--- config.mk ---
export PLATFORM = sky130hd
export DESIGN_NAME = pdb_board_ctrl
export DESIGN_NICKNAME = d
export VERILOG_FILES = /design/src/inc/pdb_pkg.sv /design/src/hw/pdb_strobe_seq.sv /design/src/hw/pdb_board_ctrl.sv
export SDC_FILE = /design/constraint.sdc
export NUM_CORES = 1
export LEC_CHECK = 0
export BUFFER_PORTS_ARGS = -buffer_cell sky130_fd_sc_hd__buf_2
export CAP_MARGIN = 20
export CORE_MARGIN = 5
export CORE_UTILIZATION = 25
export DETAILED_ROUTE_END_ITERATION = 16
export SYNTH_ARGS = -nofsm -noshare
export SYNTH_HDL_FRONTEND = slang
export SYNTH_HIERARCHICAL = 1
export SYNTH_SLANG_ARGS = --single-unit
--- constraint.sdc ---
create_clock -name clk -period 2.4 [get_ports clk]
set_clock_uncertainty 0.05 [all_clocks]
set_input_delay 0.6 -clock clk [delete_from_list [all_inputs] [get_ports clk]]
set_output_delay 0.6 -clock clk [all_outputs]
set_load 0.01 [all_outputs]
--- src/inc/pdb_pkg.sv ---
package pdb_pkg;

	////////////////////////////////////////////////////////////////////////
	// Clock and strobe timing.

	localparam int CLK_PERIOD_NS = 20;
	// Least row strobe precharge time that the memory devices need.
	localparam int T_PRECHARGE_NS = 150;
	// Delay from row strobe to the multiplexer switching to the column address.
	localparam int T_MUX_NS = 40;
	// Delay from row strobe to the column strobe.
	localparam int T_CAS_NS = 80;

	// Least times round up to whole cycles.
	localparam int PRECH_CYC = (T_PRECHARGE_NS + CLK_PERIOD_NS - 1) / CLK_PERIOD_NS;
	localparam int MUX_CYC = (T_MUX_NS + CLK_PERIOD_NS - 1) / CLK_PERIOD_NS;
	localparam int CAS_CYC = (T_CAS_NS + CLK_PERIOD_NS - 1) / CLK_PERIOD_NS;

	////////////////////////////////////////////////////////////////////////
	// Address map.

	localparam logic [15:0] LOW_PAGE_BASE = 16'h0000;
	localparam logic [15:0] LOW_PAGE_LAST = 16'h7fff;
	localparam logic [15:0] UPPER_PAGE_BASE = 16'h8000;
	localparam logic [15:0] VIDEO_WINDOW_BASE = 16'hf800;
	localparam int ADDR_PAGE_BIT = 15;
	localparam int ADDR_ROWGRP_BIT = 14;
	localparam int ROW_ADDR_LSB = 0;
	localparam int COL_ADDR_LSB = 7;
	localparam int ARRAY_ADDR_W = 7;

	////////////////////////////////////////////////////////////////////////
	// The memory page port, write-only at I/O address 0xff.

	localparam logic [7:0] PAGE_PORT_ADDR = 8'hff;
	localparam logic [7:0] PAGE_PORT_RESET = 8'h00;
	localparam int PORT_PAGE_LSB = 0;
	localparam int PORT_PAGE_MSB = 3;
	localparam int PORT_BANK_LSB = 1;
	localparam int PORT_VIDEO_BIT = 7;

endpackage

--- src/hw/pdb_strobe_seq.sv ---
`timescale 1ns/1ps

module pdb_strobe_seq
	import pdb_pkg::*;
#(
	parameter int PRECH_CYCLES = PRECH_CYC,
	parameter int MUX_CYCLES = MUX_CYC,
	parameter int CAS_CYCLES = CAS_CYC
) (
	// Clock and reset
	input wire logic clk,
	input wire logic rst,
	// Cycle request
	input wire logic start,
	input wire logic refresh,
	// Strobe states
	output logic ras_on,
	output logic mux_on,
	output logic cas_on,
	output logic started
);

	localparam int CNT_MAX = (PRECH_CYCLES > CAS_CYCLES) ? PRECH_CYCLES : CAS_CYCLES;
	localparam int CW = $clog2(CNT_MAX + 1);

	if (MUX_CYCLES < 1 || CAS_CYCLES <= MUX_CYCLES || PRECH_CYCLES < 1) begin : g_bad_timing
		$error("Strobe delays must satisfy 1 <= mux < cas and precharge >= 1.");
	end

	typedef enum logic [1:0] {
		SEQ_IDLE = 2'b00,
		SEQ_ACTIVE = 2'b01,
		SEQ_PRECH = 2'b10
	} pdb_seq_state_t;

	pdb_seq_state_t state_r;
	logic [CW-1:0] cnt_r;
	logic [CW-1:0] cnt_nxt;
	logic refresh_r;

	assign cnt_nxt = cnt_r + 1'b1;

	////////////////////////////////////////////////////////////////////////
	// Row strobe with precharge extension: a new row strobe waits in
	// precharge until the devices have rested long enough.

	always_ff @(posedge clk) begin
		if (rst) begin
			state_r <= SEQ_IDLE;
			cnt_r <= '0;
			ras_on <= 1'b0;
			started <= 1'b0;
			refresh_r <= 1'b0;
		end else begin
			started <= 1'b0;
			unique case (state_r)
				SEQ_IDLE: begin
					if (start) begin
						state_r <= SEQ_ACTIVE;
						ras_on <= 1'b1;
						started <= 1'b1;
						refresh_r <= refresh;
						cnt_r <= '0;
					end
				end
				SEQ_ACTIVE: begin
					if (!start) begin
						state_r <= SEQ_PRECH;
						ras_on <= 1'b0;
						cnt_r <= '0;
					end else if (cnt_r != CW'(CNT_MAX)) begin
						cnt_r <= cnt_nxt;
					end
				end
				SEQ_PRECH: begin
					if (cnt_nxt == CW'(PRECH_CYCLES)) begin
						state_r <= SEQ_IDLE;
						cnt_r <= '0;
					end else begin
						cnt_r <= cnt_nxt;
					end
				end
				default: begin
					state_r <= SEQ_IDLE;
					ras_on <= 1'b0;
					cnt_r <= '0;
				end
			endcase
		end
	end

	////////////////////////////////////////////////////////////////////////
	// Delay chain. A refresh cycle never enters it, so it never produces
	// the column strobe.

	always_ff @(posedge clk) begin
		if (rst) begin
			mux_on <= 1'b0;
			cas_on <= 1'b0;
		end else if (state_r == SEQ_ACTIVE && start && !refresh_r) begin
			if (cnt_nxt >= CW'(MUX_CYCLES)) begin
				mux_on <= 1'b1;
			end
			if (cnt_nxt >= CW'(CAS_CYCLES)) begin
				cas_on <= 1'b1;
			end
		end else begin
			mux_on <= 1'b0;
			cas_on <= 1'b0;
		end
	end

endmodule

--- src/hw/pdb_board_ctrl.sv ---
`timescale 1ns/1ps

// Operation
// - Page zero answers 0000-7FFF whatever the port holds.
// - Pages 1-15 answer 8000-FFFF, only one enabled at a time.
// - Port bits 0-3 with A14/A15 pick the upper page and row group.
// - Board is one of eight banks, each a pair of 32K pages.
// - Board holds one 32K page or both pages, 16 or 32 devices.
// - Memory cycle starts row strobe; refresh keeps it out of the delay chain.
// - Multiplexer switches to column address first, then column strobe asserts.
// - Row strobe precharge is stretched to the devices' least time.
// - Write strobe in a memory cycle writes the array, else it reads.
// - Data bus is driven only on a read strobe to a selected page.
// - Memory select OR refresh gates the row strobe into the array.
// - Video enable bit blocks F800-FFFF on pages 1-15, not page zero.
// - Address range, page and port bit 7 form the upper decoder gate.
// - With the upper decoder gate off, upper pages are never accessed.
// - I/O write to address FF loads the 8-bit page port.
// - Reset clears the page port to zero.
module pdb_board_ctrl
	import pdb_pkg::*;
#(
	parameter int BANK_ID = 0,
	parameter bit POP_64K = 1'b1,
	parameter bit SINGLE_HALF = 1'b0,
	parameter int PRECH_CYCLES = PRECH_CYC,
	parameter int MUX_CYCLES = MUX_CYC,
	parameter int CAS_CYCLES = CAS_CYC
) (
	// Clock and reset
	input wire logic clk,
	input wire logic rst,
	// System bus address, data and strobes
	input wire logic [15:0] bus_addr,
	input wire logic [7:0] bus_data_in,
	input wire logic memory_cycle_n,
	input wire logic io_cycle_n,
	input wire logic rd_n,
	input wire logic wr_n,
	input wire logic refresh_request_n,
	// System bus data return
	output logic [7:0] bus_data_out,
	output logic bus_data_oe,
	// Memory array
	input wire logic [7:0] array_dout,
	output logic [7:0] array_din,
	output logic [ARRAY_ADDR_W-1:0] array_addr,
	output logic [3:0] ras_row_n,
	output logic cas_n,
	output logic row_column_select,
	output logic array_we_n,
	// Status
	output logic [7:0] page_select_port,
	output logic board_selected
);

	if (BANK_ID < 0 || BANK_ID > 7) begin : g_bad_bank
		$error("BANK_ID must lie in 0 to 7.");
	end

	localparam logic [2:0] BANK = 3'(BANK_ID);

	////////////////////////////////////////////////////////////////////////
	// Helpers.

	// A half of the board is fitted when the board is fully populated or
	// when it is the single page that a half-populated board carries.
	function automatic logic half_fitted(input logic half);
		half_fitted = POP_64K || (half == SINGLE_HALF);
	endfunction

	// Page number that one half of this board serves.
	function automatic logic [3:0] half_page(input logic half);
		half_page = {BANK, half};
	endfunction

	// One row strobe per group of eight devices: page half and A14.
	function automatic logic [3:0] row_onehot(input logic half, input logic a14);
		row_onehot = 4'h1 << {half, a14};
	endfunction

	////////////////////////////////////////////////////////////////////////
	// Page port.

	logic [7:0] page_port_r;
	logic page_port_write_strobe;

	// Only a write is decoded; a read of the same address leaves the data
	// bus alone, so software cannot read the page back.
	assign page_port_write_strobe = !io_cycle_n && !wr_n
		&& bus_addr[7:0] == PAGE_PORT_ADDR;

	always_ff @(posedge clk) begin
		if (rst) begin
			page_port_r <= PAGE_PORT_RESET;
		end else if (page_port_write_strobe) begin
			page_port_r <= bus_data_in;
		end
	end

	////////////////////////////////////////////////////////////////////////
	// Address decode.

	logic [3:0] upper_page;
	logic in_low_page;
	logic in_upper_page;
	logic in_video_window;
	logic video_enable;
	logic upper_gate;
	logic sel_half0;
	logic sel_half1;
	logic mem_sel;
	logic sel_half;
	logic refresh;

	assign upper_page = page_port_r[PORT_PAGE_MSB:PORT_PAGE_LSB];
	assign video_enable = page_port_r[PORT_VIDEO_BIT];
	assign refresh = !refresh_request_n;

	assign in_low_page = bus_addr >= LOW_PAGE_BASE && bus_addr <= LOW_PAGE_LAST;
	assign in_upper_page = bus_addr[ADDR_PAGE_BIT];
	assign in_video_window = bus_addr >= VIDEO_WINDOW_BASE;

	// The upper decoder is gated off for page number zero (no upper page
	// chosen) and for the video window while the video bit is set.
	assign upper_gate = in_upper_page && upper_page != 4'h0
		&& !(video_enable && in_video_window);

	// Half 0 of bank 0 is page zero and ignores the port entirely; half 0
	// of any other bank is an even upper page.
	always_comb begin
		sel_half0 = 1'b0;
		if (half_fitted(1'b0)) begin
			if (BANK == 3'h0) begin
				sel_half0 = in_low_page;
			end else begin
				sel_half0 = upper_gate && upper_page == half_page(1'b0);
			end
		end
	end

	assign sel_half1 = half_fitted(1'b1) && upper_gate
		&& upper_page == half_page(1'b1);

	assign mem_sel = sel_half0 || sel_half1;
	assign sel_half = sel_half1;

	////////////////////////////////////////////////////////////////////////
	// Strobe sequencing.

	logic seq_start;
	logic ras_on;
	logic mux_on;
	logic cas_on;
	logic started;

	// A refresh cycle strobes rows without needing a page match.
	assign seq_start = !memory_cycle_n && (mem_sel || refresh);

	pdb_strobe_seq #(
		.PRECH_CYCLES(PRECH_CYCLES),
		.MUX_CYCLES(MUX_CYCLES),
		.CAS_CYCLES(CAS_CYCLES)
	) u_seq (
		.clk(clk),
		.rst(rst),
		.start(seq_start),
		.refresh(refresh),
		.ras_on(ras_on),
		.mux_on(mux_on),
		.cas_on(cas_on),
		.started(started)
	);

	////////////////////////////////////////////////////////////////////////
	// Cycle context, caught at the start of the row strobe. Holding it
	// keeps the row group and direction steady even if the bus settles
	// late, which would otherwise glitch a second group's row strobe.

	logic ctx_refresh_r;
	logic ctx_write_r;
	logic ctx_half_r;
	logic ctx_a14_r;

	always_ff @(posedge clk) begin
		if (rst) begin
			ctx_refresh_r <= 1'b0;
			ctx_write_r <= 1'b0;
			ctx_half_r <= 1'b0;
			ctx_a14_r <= 1'b0;
		end else if (seq_start && !ras_on && !started) begin
			ctx_refresh_r <= refresh;
			ctx_write_r <= !wr_n && !refresh;
			ctx_half_r <= sel_half;
			ctx_a14_r <= bus_addr[ADDR_ROWGRP_BIT];
		end
	end

	////////////////////////////////////////////////////////////////////////
	// Array row strobes.

	logic [3:0] ras_row_n_r;

	always_ff @(posedge clk) begin
		if (rst) begin
			ras_row_n_r <= 4'hf;
		end else if (!ras_on) begin
			ras_row_n_r <= 4'hf;
		end else if (ctx_refresh_r) begin
			ras_row_n_r <= 4'h0;
		end else begin
			ras_row_n_r <= ~row_onehot(ctx_half_r, ctx_a14_r);
		end
	end

	////////////////////////////////////////////////////////////////////////
	// Address multiplexer and column strobe. Both follow the delay chain
	// through one register each, so their order is kept.

	logic row_column_select_r;
	logic cas_n_r;
	logic [ARRAY_ADDR_W-1:0] array_addr_r;

	always_ff @(posedge clk) begin
		if (rst) begin
			row_column_select_r <= 1'b0;
		end else begin
			row_column_select_r <= mux_on;
		end
	end

	always_ff @(posedge clk) begin
		if (rst) begin
			cas_n_r <= 1'b1;
		end else begin
			cas_n_r <= !cas_on;
		end
	end

	always_ff @(posedge clk) begin
		if (rst) begin
			array_addr_r <= '0;
		end else if (mux_on) begin
			array_addr_r <= bus_addr[COL_ADDR_LSB +: ARRAY_ADDR_W];
		end else begin
			array_addr_r <= bus_addr[ROW_ADDR_LSB +: ARRAY_ADDR_W];
		end
	end

	////////////////////////////////////////////////////////////////////////
	// Write path.

	logic array_we_n_r;
	logic [7:0] array_din_r;

	always_ff @(posedge clk) begin
		if (rst) begin
			array_we_n_r <= 1'b1;
		end else begin
			array_we_n_r <= !(ras_on && ctx_write_r && !wr_n);
		end
	end

	always_ff @(posedge clk) begin
		if (rst) begin
			array_din_r <= 8'h00;
		end else if (!wr_n) begin
			array_din_r <= bus_data_in;
		end
	end

	////////////////////////////////////////////////////////////////////////
	// Read path. Data is taken from the array one cycle after the column
	// strobe falls; the enable comes up with it so the bus never sees a
	// stale byte from an earlier cycle.

	logic bus_data_oe_r;
	logic [7:0] bus_data_out_r;
	logic read_ok;

	assign read_ok = cas_on && !ctx_write_r && !ctx_refresh_r && mem_sel
		&& !memory_cycle_n && !rd_n;

	always_ff @(posedge clk) begin
		if (rst) begin
			bus_data_oe_r <= 1'b0;
		end else begin
			bus_data_oe_r <= read_ok && !cas_n_r;
		end
	end

	always_ff @(posedge clk) begin
		if (rst) begin
			bus_data_out_r <= 8'h00;
		end else if (read_ok) begin
			bus_data_out_r <= array_dout;
		end
	end

	////////////////////////////////////////////////////////////////////////
	// Status.

	logic board_selected_r;

	always_ff @(posedge clk) begin
		if (rst) begin
			board_selected_r <= 1'b0;
		end else begin
			board_selected_r <= !memory_cycle_n && mem_sel;
		end
	end

	////////////////////////////////////////////////////////////////////////
	// Outputs.

	assign ras_row_n = ras_row_n_r;
	assign cas_n = cas_n_r;
	assign row_column_select = row_column_select_r;
	assign array_addr = array_addr_r;
	assign array_we_n = array_we_n_r;
	assign array_din = array_din_r;
	assign bus_data_oe = bus_data_oe_r;
	assign bus_data_out = bus_data_out_r;
	assign page_select_port = page_port_r;
	assign board_selected = board_selected_r;

endmodule

# Yosys cells after proc, flatten, opt, wreduce, memory -nomap -nowiden
# Cells that the tools add are included.
dict set report word_totals {
  inputBits 39
  wordCells 105
  output_inout_bits 40
  ff_bits 55
}
dict set report classes {
  shift 1
  muxes 15
  reduce_logical 47
  addsub 1
  n_lt_le_gt_ge 5
  bitwise_logic 5
  n_eq_ne 10
}
# operator n
set ops {}
lappend ops {{$logic_and 1x1->1} 22}
lappend ops {{$mux 4} 5}
lappend ops {{$ge 16x1->1 const B} 1}
lappend ops {{$ge 16x16->1 const B} 1}
lappend ops {{$le 16x15->1 const B} 1}
lappend ops {{$logic_not 1->1} 14}
lappend ops {{$pmux 4 s3} 1}
lappend ops {{$eq 8x8->1 const B} 1}
lappend ops {{$mux 7} 1}
lappend ops {{$mux 2} 3}
lappend ops {{$pmux 2 s3} 1}
lappend ops {{$reduce_and 3->1} 2}
lappend ops {{$reduce_or 2->1} 3}
lappend ops {{$add 4x1->4 const B} 1}
lappend ops {{$eq 4x1->1 const B} 1}
lappend ops {{$eq 4x4->1 const B} 1}
lappend ops {{$ge 4x2->1 const B} 1}
lappend ops {{$ge 4x3->1 const B} 1}
lappend ops {{$ne 2x2->1 const B} 2}
lappend ops {{$ne 4x4->1 const B} 1}
lappend ops {{$not 1->1} 4}
lappend ops {{$not 4->4} 1}
lappend ops {{$reduce_and 2->1} 2}
lappend ops {{$reduce_bool 4->1} 1}
lappend ops {{other kinds (9)} 12}

# Longest topological paths before layout
dict set report depth {
  ltp_word 12
  depth_mapped 8
  ltp_nobuf 7
}

# Hierarchy
# Netlist, hierarchy kept.
# mod n_inst seq_area_each_um2 area_each_um2 cells_each
set modules_own_cells {}
lappend modules_own_cells {pdb_board_ctrl 1 880.8 1689.1 165}
lappend modules_own_cells {pdb_strobe_seq 1 220.2 643.1 72}

# Least setup slack after synthesis
# No wires, ideal clock.
dict set report synth_path {
  path_type {input to register}
  start {input port bus_addr[11]}
  end {register u_seq.cnt_r[2]}
  arrival_time_ns 1.926
  path_stages 8
  path_buffers 1
  setup_ns 0.074
  slack_ns 0.350
  required_ns 2.276
  path_cell_list {nand3_1 > o21ai_1 > a21oi_1 > clkbuf_2 > a21o_2 > o211ai_1 > or4b_1 > a31oi_1}
}
dict set report synth_via {
  elab_chain_cells 10
  word_cells_on_any_way 16
  cone_classes {order compare (3); eq/ne (2); mux (2); reduce/logical (9)}
}
# element line
set synth_lines {}
lappend synth_lines {{start: declaration} pdb_board_ctrl.sv:34} ;# input wire logic [15:0] bus_addr,
lappend synth_lines {{$ge 16x16->1} pdb_board_ctrl.sv:122} ;# assign in_video_window = bus_addr >= VIDEO_WINDOW_BASE;
lappend synth_lines {{$logic_and 1x1->1} pdb_board_ctrl.sv:127} ;# && !(video_enable && in_video_window);
lappend synth_lines {{$logic_not 1->1} pdb_board_ctrl.sv:127}
lappend synth_lines {{$logic_and 1x1->1} pdb_board_ctrl.sv:127}
lappend synth_lines {{$logic_and 1x1->1} pdb_board_ctrl.sv:143} ;# && upper_page == half_page(1'b1);
lappend synth_lines {{$logic_or 1x1->1 (*)} pdb_board_ctrl.sv:145} ;# assign mem_sel = sel_half0 || sel_half1;
lappend synth_lines {{$logic_or 1x1->1 (*)} pdb_board_ctrl.sv:158} ;# assign seq_start = !memory_cycle_n && (mem_sel || refresh);
lappend synth_lines {{$logic_and 1x1->1 (*)} pdb_board_ctrl.sv:158}
lappend synth_lines {{via seq_start} pdb_board_ctrl.sv:151} ;# logic seq_start;
lappend synth_lines {{$mux 4, or another cell as far along} pdb_strobe_seq.sv:67} ;# if (!start) begin
lappend synth_lines {{$pmux 4 s3 / $reduce_and 2->1 (equally long branches)} n/a}
lappend synth_lines {{end signal: assignment} pdb_strobe_seq.sv:72} ;# cnt_r <= cnt_nxt;
lappend synth_lines {{end signal: assignment} pdb_strobe_seq.sv:80} ;# cnt_r <= cnt_nxt;
lappend synth_lines {{end: declaration} pdb_strobe_seq.sv:37} ;# logic [CW-1:0] cnt_r;
# Mark *: on every way through the listed nets, which the timed path passes. The rest lies on a longest branch.
# A chain may end at the register's enable or synchronous reset.

# Final worst setup path
dict set report layout_path {
  start {register page_port_r[1], in the netlist page_select_port[1]}
  end {register u_seq.cnt_r[2]}
}
dict set report layout_via {
  elab_chain_cells 9
  word_cells_on_any_way 13
  cone_classes {eq/ne (3); mux (2); reduce/logical (8)}
}
# element line
set layout_lines {}
lappend layout_lines {{start: declaration} pdb_board_ctrl.sv:85} ;# logic [7:0] page_port_r;
lappend layout_lines {{start signal: assignment} pdb_board_ctrl.sv:97} ;# page_port_r <= bus_data_in;
lappend layout_lines {{$reduce_bool 4->1} pdb_board_ctrl.sv:126} ;# assign upper_gate = in_upper_page && upper_page != 4'h0
lappend layout_lines {{$logic_and 1x1->1} pdb_board_ctrl.sv:126}
lappend layout_lines {{$logic_and 1x1->1} pdb_board_ctrl.sv:127}
lappend layout_lines {{$logic_and 1x1->1 (*)} pdb_board_ctrl.sv:143}
lappend layout_lines {{$logic_or 1x1->1 (*)} pdb_board_ctrl.sv:145}
lappend layout_lines {{$logic_or 1x1->1 (*)} pdb_board_ctrl.sv:158}
lappend layout_lines {{$logic_and 1x1->1 (*)} pdb_board_ctrl.sv:158}
lappend layout_lines {{via seq_start} pdb_board_ctrl.sv:151}
lappend layout_lines {{$mux 4, or another cell as far along} pdb_strobe_seq.sv:67}
lappend layout_lines {{$pmux 4 s3 / $reduce_and 2->1 (equally long branches)} n/a}
# Marks and branches as above.

==> results.sh <==
export IMPL_root_buffer="clkbuf_8"
export IMPL_worst_setup_hold_path_clk_slew_ps=100
export IMPL_starting_density_of_the_core_pct=25.48
export IMPL_whs_path_depth=1
export IMPL_drv_max_cap_violation_count=0
export IMPL_critical_path_startpoint_type="flop"
export IMPL_ys_async_sr_fraction_pct=0
export IMPL_critical_setup_path_kind="reg2reg"
export IMPL_clk_latency_ps=310
export IMPL_ys_ff_latch=55
export IMPL_finish_stage_setup_viols=0
export IMPL_synthesis_instances=237
export IMPL_synth_edff_count=0
export IMPL_hold_wc_startpoint="cas_n$_SDFF_PP1_"
export IMPL_multi_input_gate_area_sq_um=1176
export IMPL_post_drt_via_cell_ratio=4.569
export IMPL_maxSlewViolCount=0
export IMPL_place_congestion=0.7392
export IMPL_synth_sequential_area_ratio_pct=47.21
export IMPL_hold_viol_final=0
export IMPL_grt_pass1_vias=1888
export IMPL_grt_max_degree=38
export IMPL_yosysWarningCount=6
export IMPL_core_area_sq_um=9153
export IMPL_worst_slew_pin_transition_ps=585.2
export IMPL_pin_count=79
export IMPL_peak_per_stage_delay_on_the_critical_path_ps=500
export IMPL_run_status="finished clean"
export IMPL_rows=35
export IMPL_worst_case_vdd_ir_drop_mv=0.2534
export IMPL_post_route_cells_drive_above_1_share_pct=31.76
export IMPL_final_critical_path_setup_slack_ps=148.8
export IMPL_num_fill_cells=933
export IMPL_min_delay_path_class="reg2reg"
export IMPL_antennaDiodeCount=0
export IMPL_design_final_nets=362
export IMPL_dr_first_iter_drc_count=54
export IMPL_worst_r2r_startpoint="page_select_port[1]$_SDFFE_PP0P_"
export IMPL_power_leakage_nw=1.250
export IMPL_drt_pre_antenna_iters=4
export IMPL_fin_hold_ws_ps=375.1
export IMPL_finalCoreUtilization_pct=32.81
export IMPL_num_vias=1960
export IMPL_timing_hold_worst_endpoint="bus_data_oe$_SDFF_PP0_"
export IMPL_cell_at_the_slowest_stage_of_the_critical_path="or4b_1"
export IMPL_synthesis_nets=282
export IMPL_worst_path_stages=7
export IMPL_clk_path_buf_depth=2
export IMPL_setup_reg_to_reg_worst_slack_ps=150
export IMPL_fin_crit_ps=2251
export IMPL_chipWidth_um=106.6
export IMPL_yosys_cell_types_count=43
export IMPL_worstPathArrival_ps=2440
export IMPL_worst_r2r_path_depth=7
export IMPL_synthesis_area_sq_um=2332
export IMPL_cts_made_buffers=5
export IMPL_remaining_drc_errors=0
export IMPL_cts_hold_buffers_added=0
export IMPL_ctsHtreeMaxLevel=2
export IMPL_fmax_ghz=0.4442
export IMPL_timing_critical_path_required_ps=2590
export IMPL_power_density_nw_per_um2=613.1
export IMPL_clkSinkCount=55
export IMPL_post_synth_cell_area_avg_sq_um=9.841
export IMPL_regToRegEndpoint="u_seq/cnt_r[2]$_SDFFE_PP0P_"
export IMPL_cts_tree="yes"
export IMPL_dominantRegCellSynth="dfxtp_1"
export IMPL_finalCritPeriodShare_pct=93.80
export IMPL_detail_route_wl_per_cell_um=13.52
export IMPL_worst_slew_margin_rel_pct=60.99
export IMPL_family_with_the_most_delay_on_the_worst_path="compound AO/OA/AOI/OAI gates"
export IMPL_final_antenna_net_count=0
export IMPL_timing_critical_path_to_type="flop"
export IMPL_timing_critical_path_fanout_max=5
export IMPL_layout_area_seq_sq_um=1101
export IMPL_port_buffers=78
export IMPL_grt_first_pass_wirelength_um=9052
export IMPL_dpl_hpwl_um=4429
export IMPL_globalRouteTotalUtil_pct=9.996
export IMPL_number_of_antenna_violations_at_the_first_check_in_global_routing=0
export IMPL_overall_routed_net_length_um=5800
export IMPL_fin_setup_tns_ps=0
export IMPL_timing_critical_path_cells="nor4b_4, o21ai_1, a21oi_2, a21o_2, o211ai_1, or4b_1, a31oi_1"
export IMPL_die_height_um=106.6
export IMPL_overflow=0
export IMPL_path_buf_inv=0
export IMPL_dieArea_sq_um=11360
export IMPL_total_power_mw=1.841
export IMPL_place_worst_setup_slack_ps=9.601
export IMPL_syn2layout_area_growth_pct=28.76
==> metrics by stage <==
step / std cells / area [sq um]
2_1_floorplan: 237 / 2332
3_3_place_gp: 421 / 2869
3_5_place_dp: 421 / 2869
4_1_cts: 429 / 2990
5_1_grt: 429 / 3003
6_report: 429 / 3003
==> flip-flops by register name, summed over array words and instances, names as in the netlist <==
register	flops
array_din	8
bus_data_out	8
page_select_port	8
array_addr	7
ras_row_n	4
u_seq/cnt_r	4
u_seq/state_r	2
array_we_n	1
board_selected	1
bus_data_oe	1
cas_n	1
ctx_a14_r	1
ctx_half_r	1
ctx_refresh_r	1
ctx_write_r	1
row_column_select	1
u_seq/cas_on	1
u_seq/mux_on	1
u_seq/ras_on	1
u_seq/refresh_r	1
u_seq/started	1
==> repair_timing <==
| item | 4_1_cts | 5_1_grt |
|---|---|---|
| gates resized for setup | 0 | 2 |
| setup endpoints to repair | 0 | 3 |
| buffers inserted | 0 | 0 |
==> cell usage in the layout (no fill, tap or decap), types with 3 or more instances in the layout <==
master | synthesis | routed
buf_2 | 1 | 78
mux2i_1 | 33 | 33
nor2_1 | 27 | 27
nand3_1 | 4 | 4
a211oi_1 | 4 | 4
o21ai_0 | 6 | 6
buf_4 | 0 | 6
clkbuf_8 | 0 | 6
dfxtp_1 | 55 | 55
nand2_1 | 8 | 8
nor3_1 | 3 | 3
a21oi_1 | 6 | 5
nand2b_1 | 23 | 23
nor2b_1 | 5 | 5
ha_1 | 6 | 6
inv_1 | 8 | 8
or3_1 | 3 | 3
nand4_1 | 3 | 3
==> cell type report <==
cell class	instances	area share, %
Clock buffer	6	2.750
Multi-Input combinational cell	163	39.17
Inverter	8	1.000
Tap cell	111	4.625
Timing Repair Buffer	84	14.50
Clock inverter	2	1.292
Sequential cell	55	36.67
==> worst max path at each step <==
stage                                          start                           to  slack, ps
CTS                 page_select_port[1]$_SDFFE_PP0P_  u_seq/cnt_r[2]$_SDFFE_PP0P_         40
global placement                        bus_addr[11]  u_seq/cnt_r[2]$_SDFFE_PP0P_        110
detailed placement                      bus_addr[11]  u_seq/cnt_r[2]$_SDFFE_PP0P_         10
floorplan                               bus_addr[11]  u_seq/cnt_r[2]$_SDFFE_PP0P_        350
finish              page_select_port[1]$_SDFFE_PP0P_  u_seq/cnt_r[2]$_SDFFE_PP0P_        150
global route        page_select_port[1]$_SDFFE_PP0P_  u_seq/cnt_r[2]$_SDFFE_PP0P_        -10
==> cells by family (layout without fill, tap and decap cells) <==
family,after synthesis,in the layout,synth area share (%)
XOR/XNOR,1,1,0.3756
flip-flops,55,55,47.21
buffers and inverters,19,100,3.165
AO/OA/AOI/OAI,32,32,9.443
multiplexers,34,34,14.65
adder cells (fa/ha/maj),6,6,3.219
AND/OR/NAND/NOR,90,90,21.94
==> cell usage after synthesis, types with 2 or more instances <==
master	count	area [sq um]
a22o_1	2	17.52
nand4_1	3	18.77
nand4b_1	2	17.52
a2111oi_0	2	17.52
nor2_1	27	101.4
or3_1	3	18.77
inv_1	8	30.03
nor4b_1	2	17.52
o21ai_0	6	30.03
ha_1	6	75.07
a21oi_1	6	30.03
a211oi_1	4	30.03
nor2b_1	5	31.28
mux2i_1	33	330.3
clkbuf_1	9	33.78
nand2b_1	23	143.9
nand3_1	4	20.02
a21o_2	2	17.52
nor3b_1	2	15.01
nand2_1	8	30.03
nor3_1	3	15.01
nand3b_1	2	15.01
dfxtp_1	55	1101
==> report_power, final <==
part / leakage, nW / internal [mW] / switching, mW
Sequential: 0.448 / 0.944 / 0.0174
Combinational: 0.740 / 0.104 / 0.118
Clock: 0.0618 / 0.344 / 0.314
==> per-layer routing <==
metal | track usage, % | wire (um)
met1 | 11.93 | 2527
met2 | 17.40 | 2897
met3 | 2.830 | 312
met4 | 3.014 | 63
met5 | 0 | 0
Power figures use the tool's default switching activity.
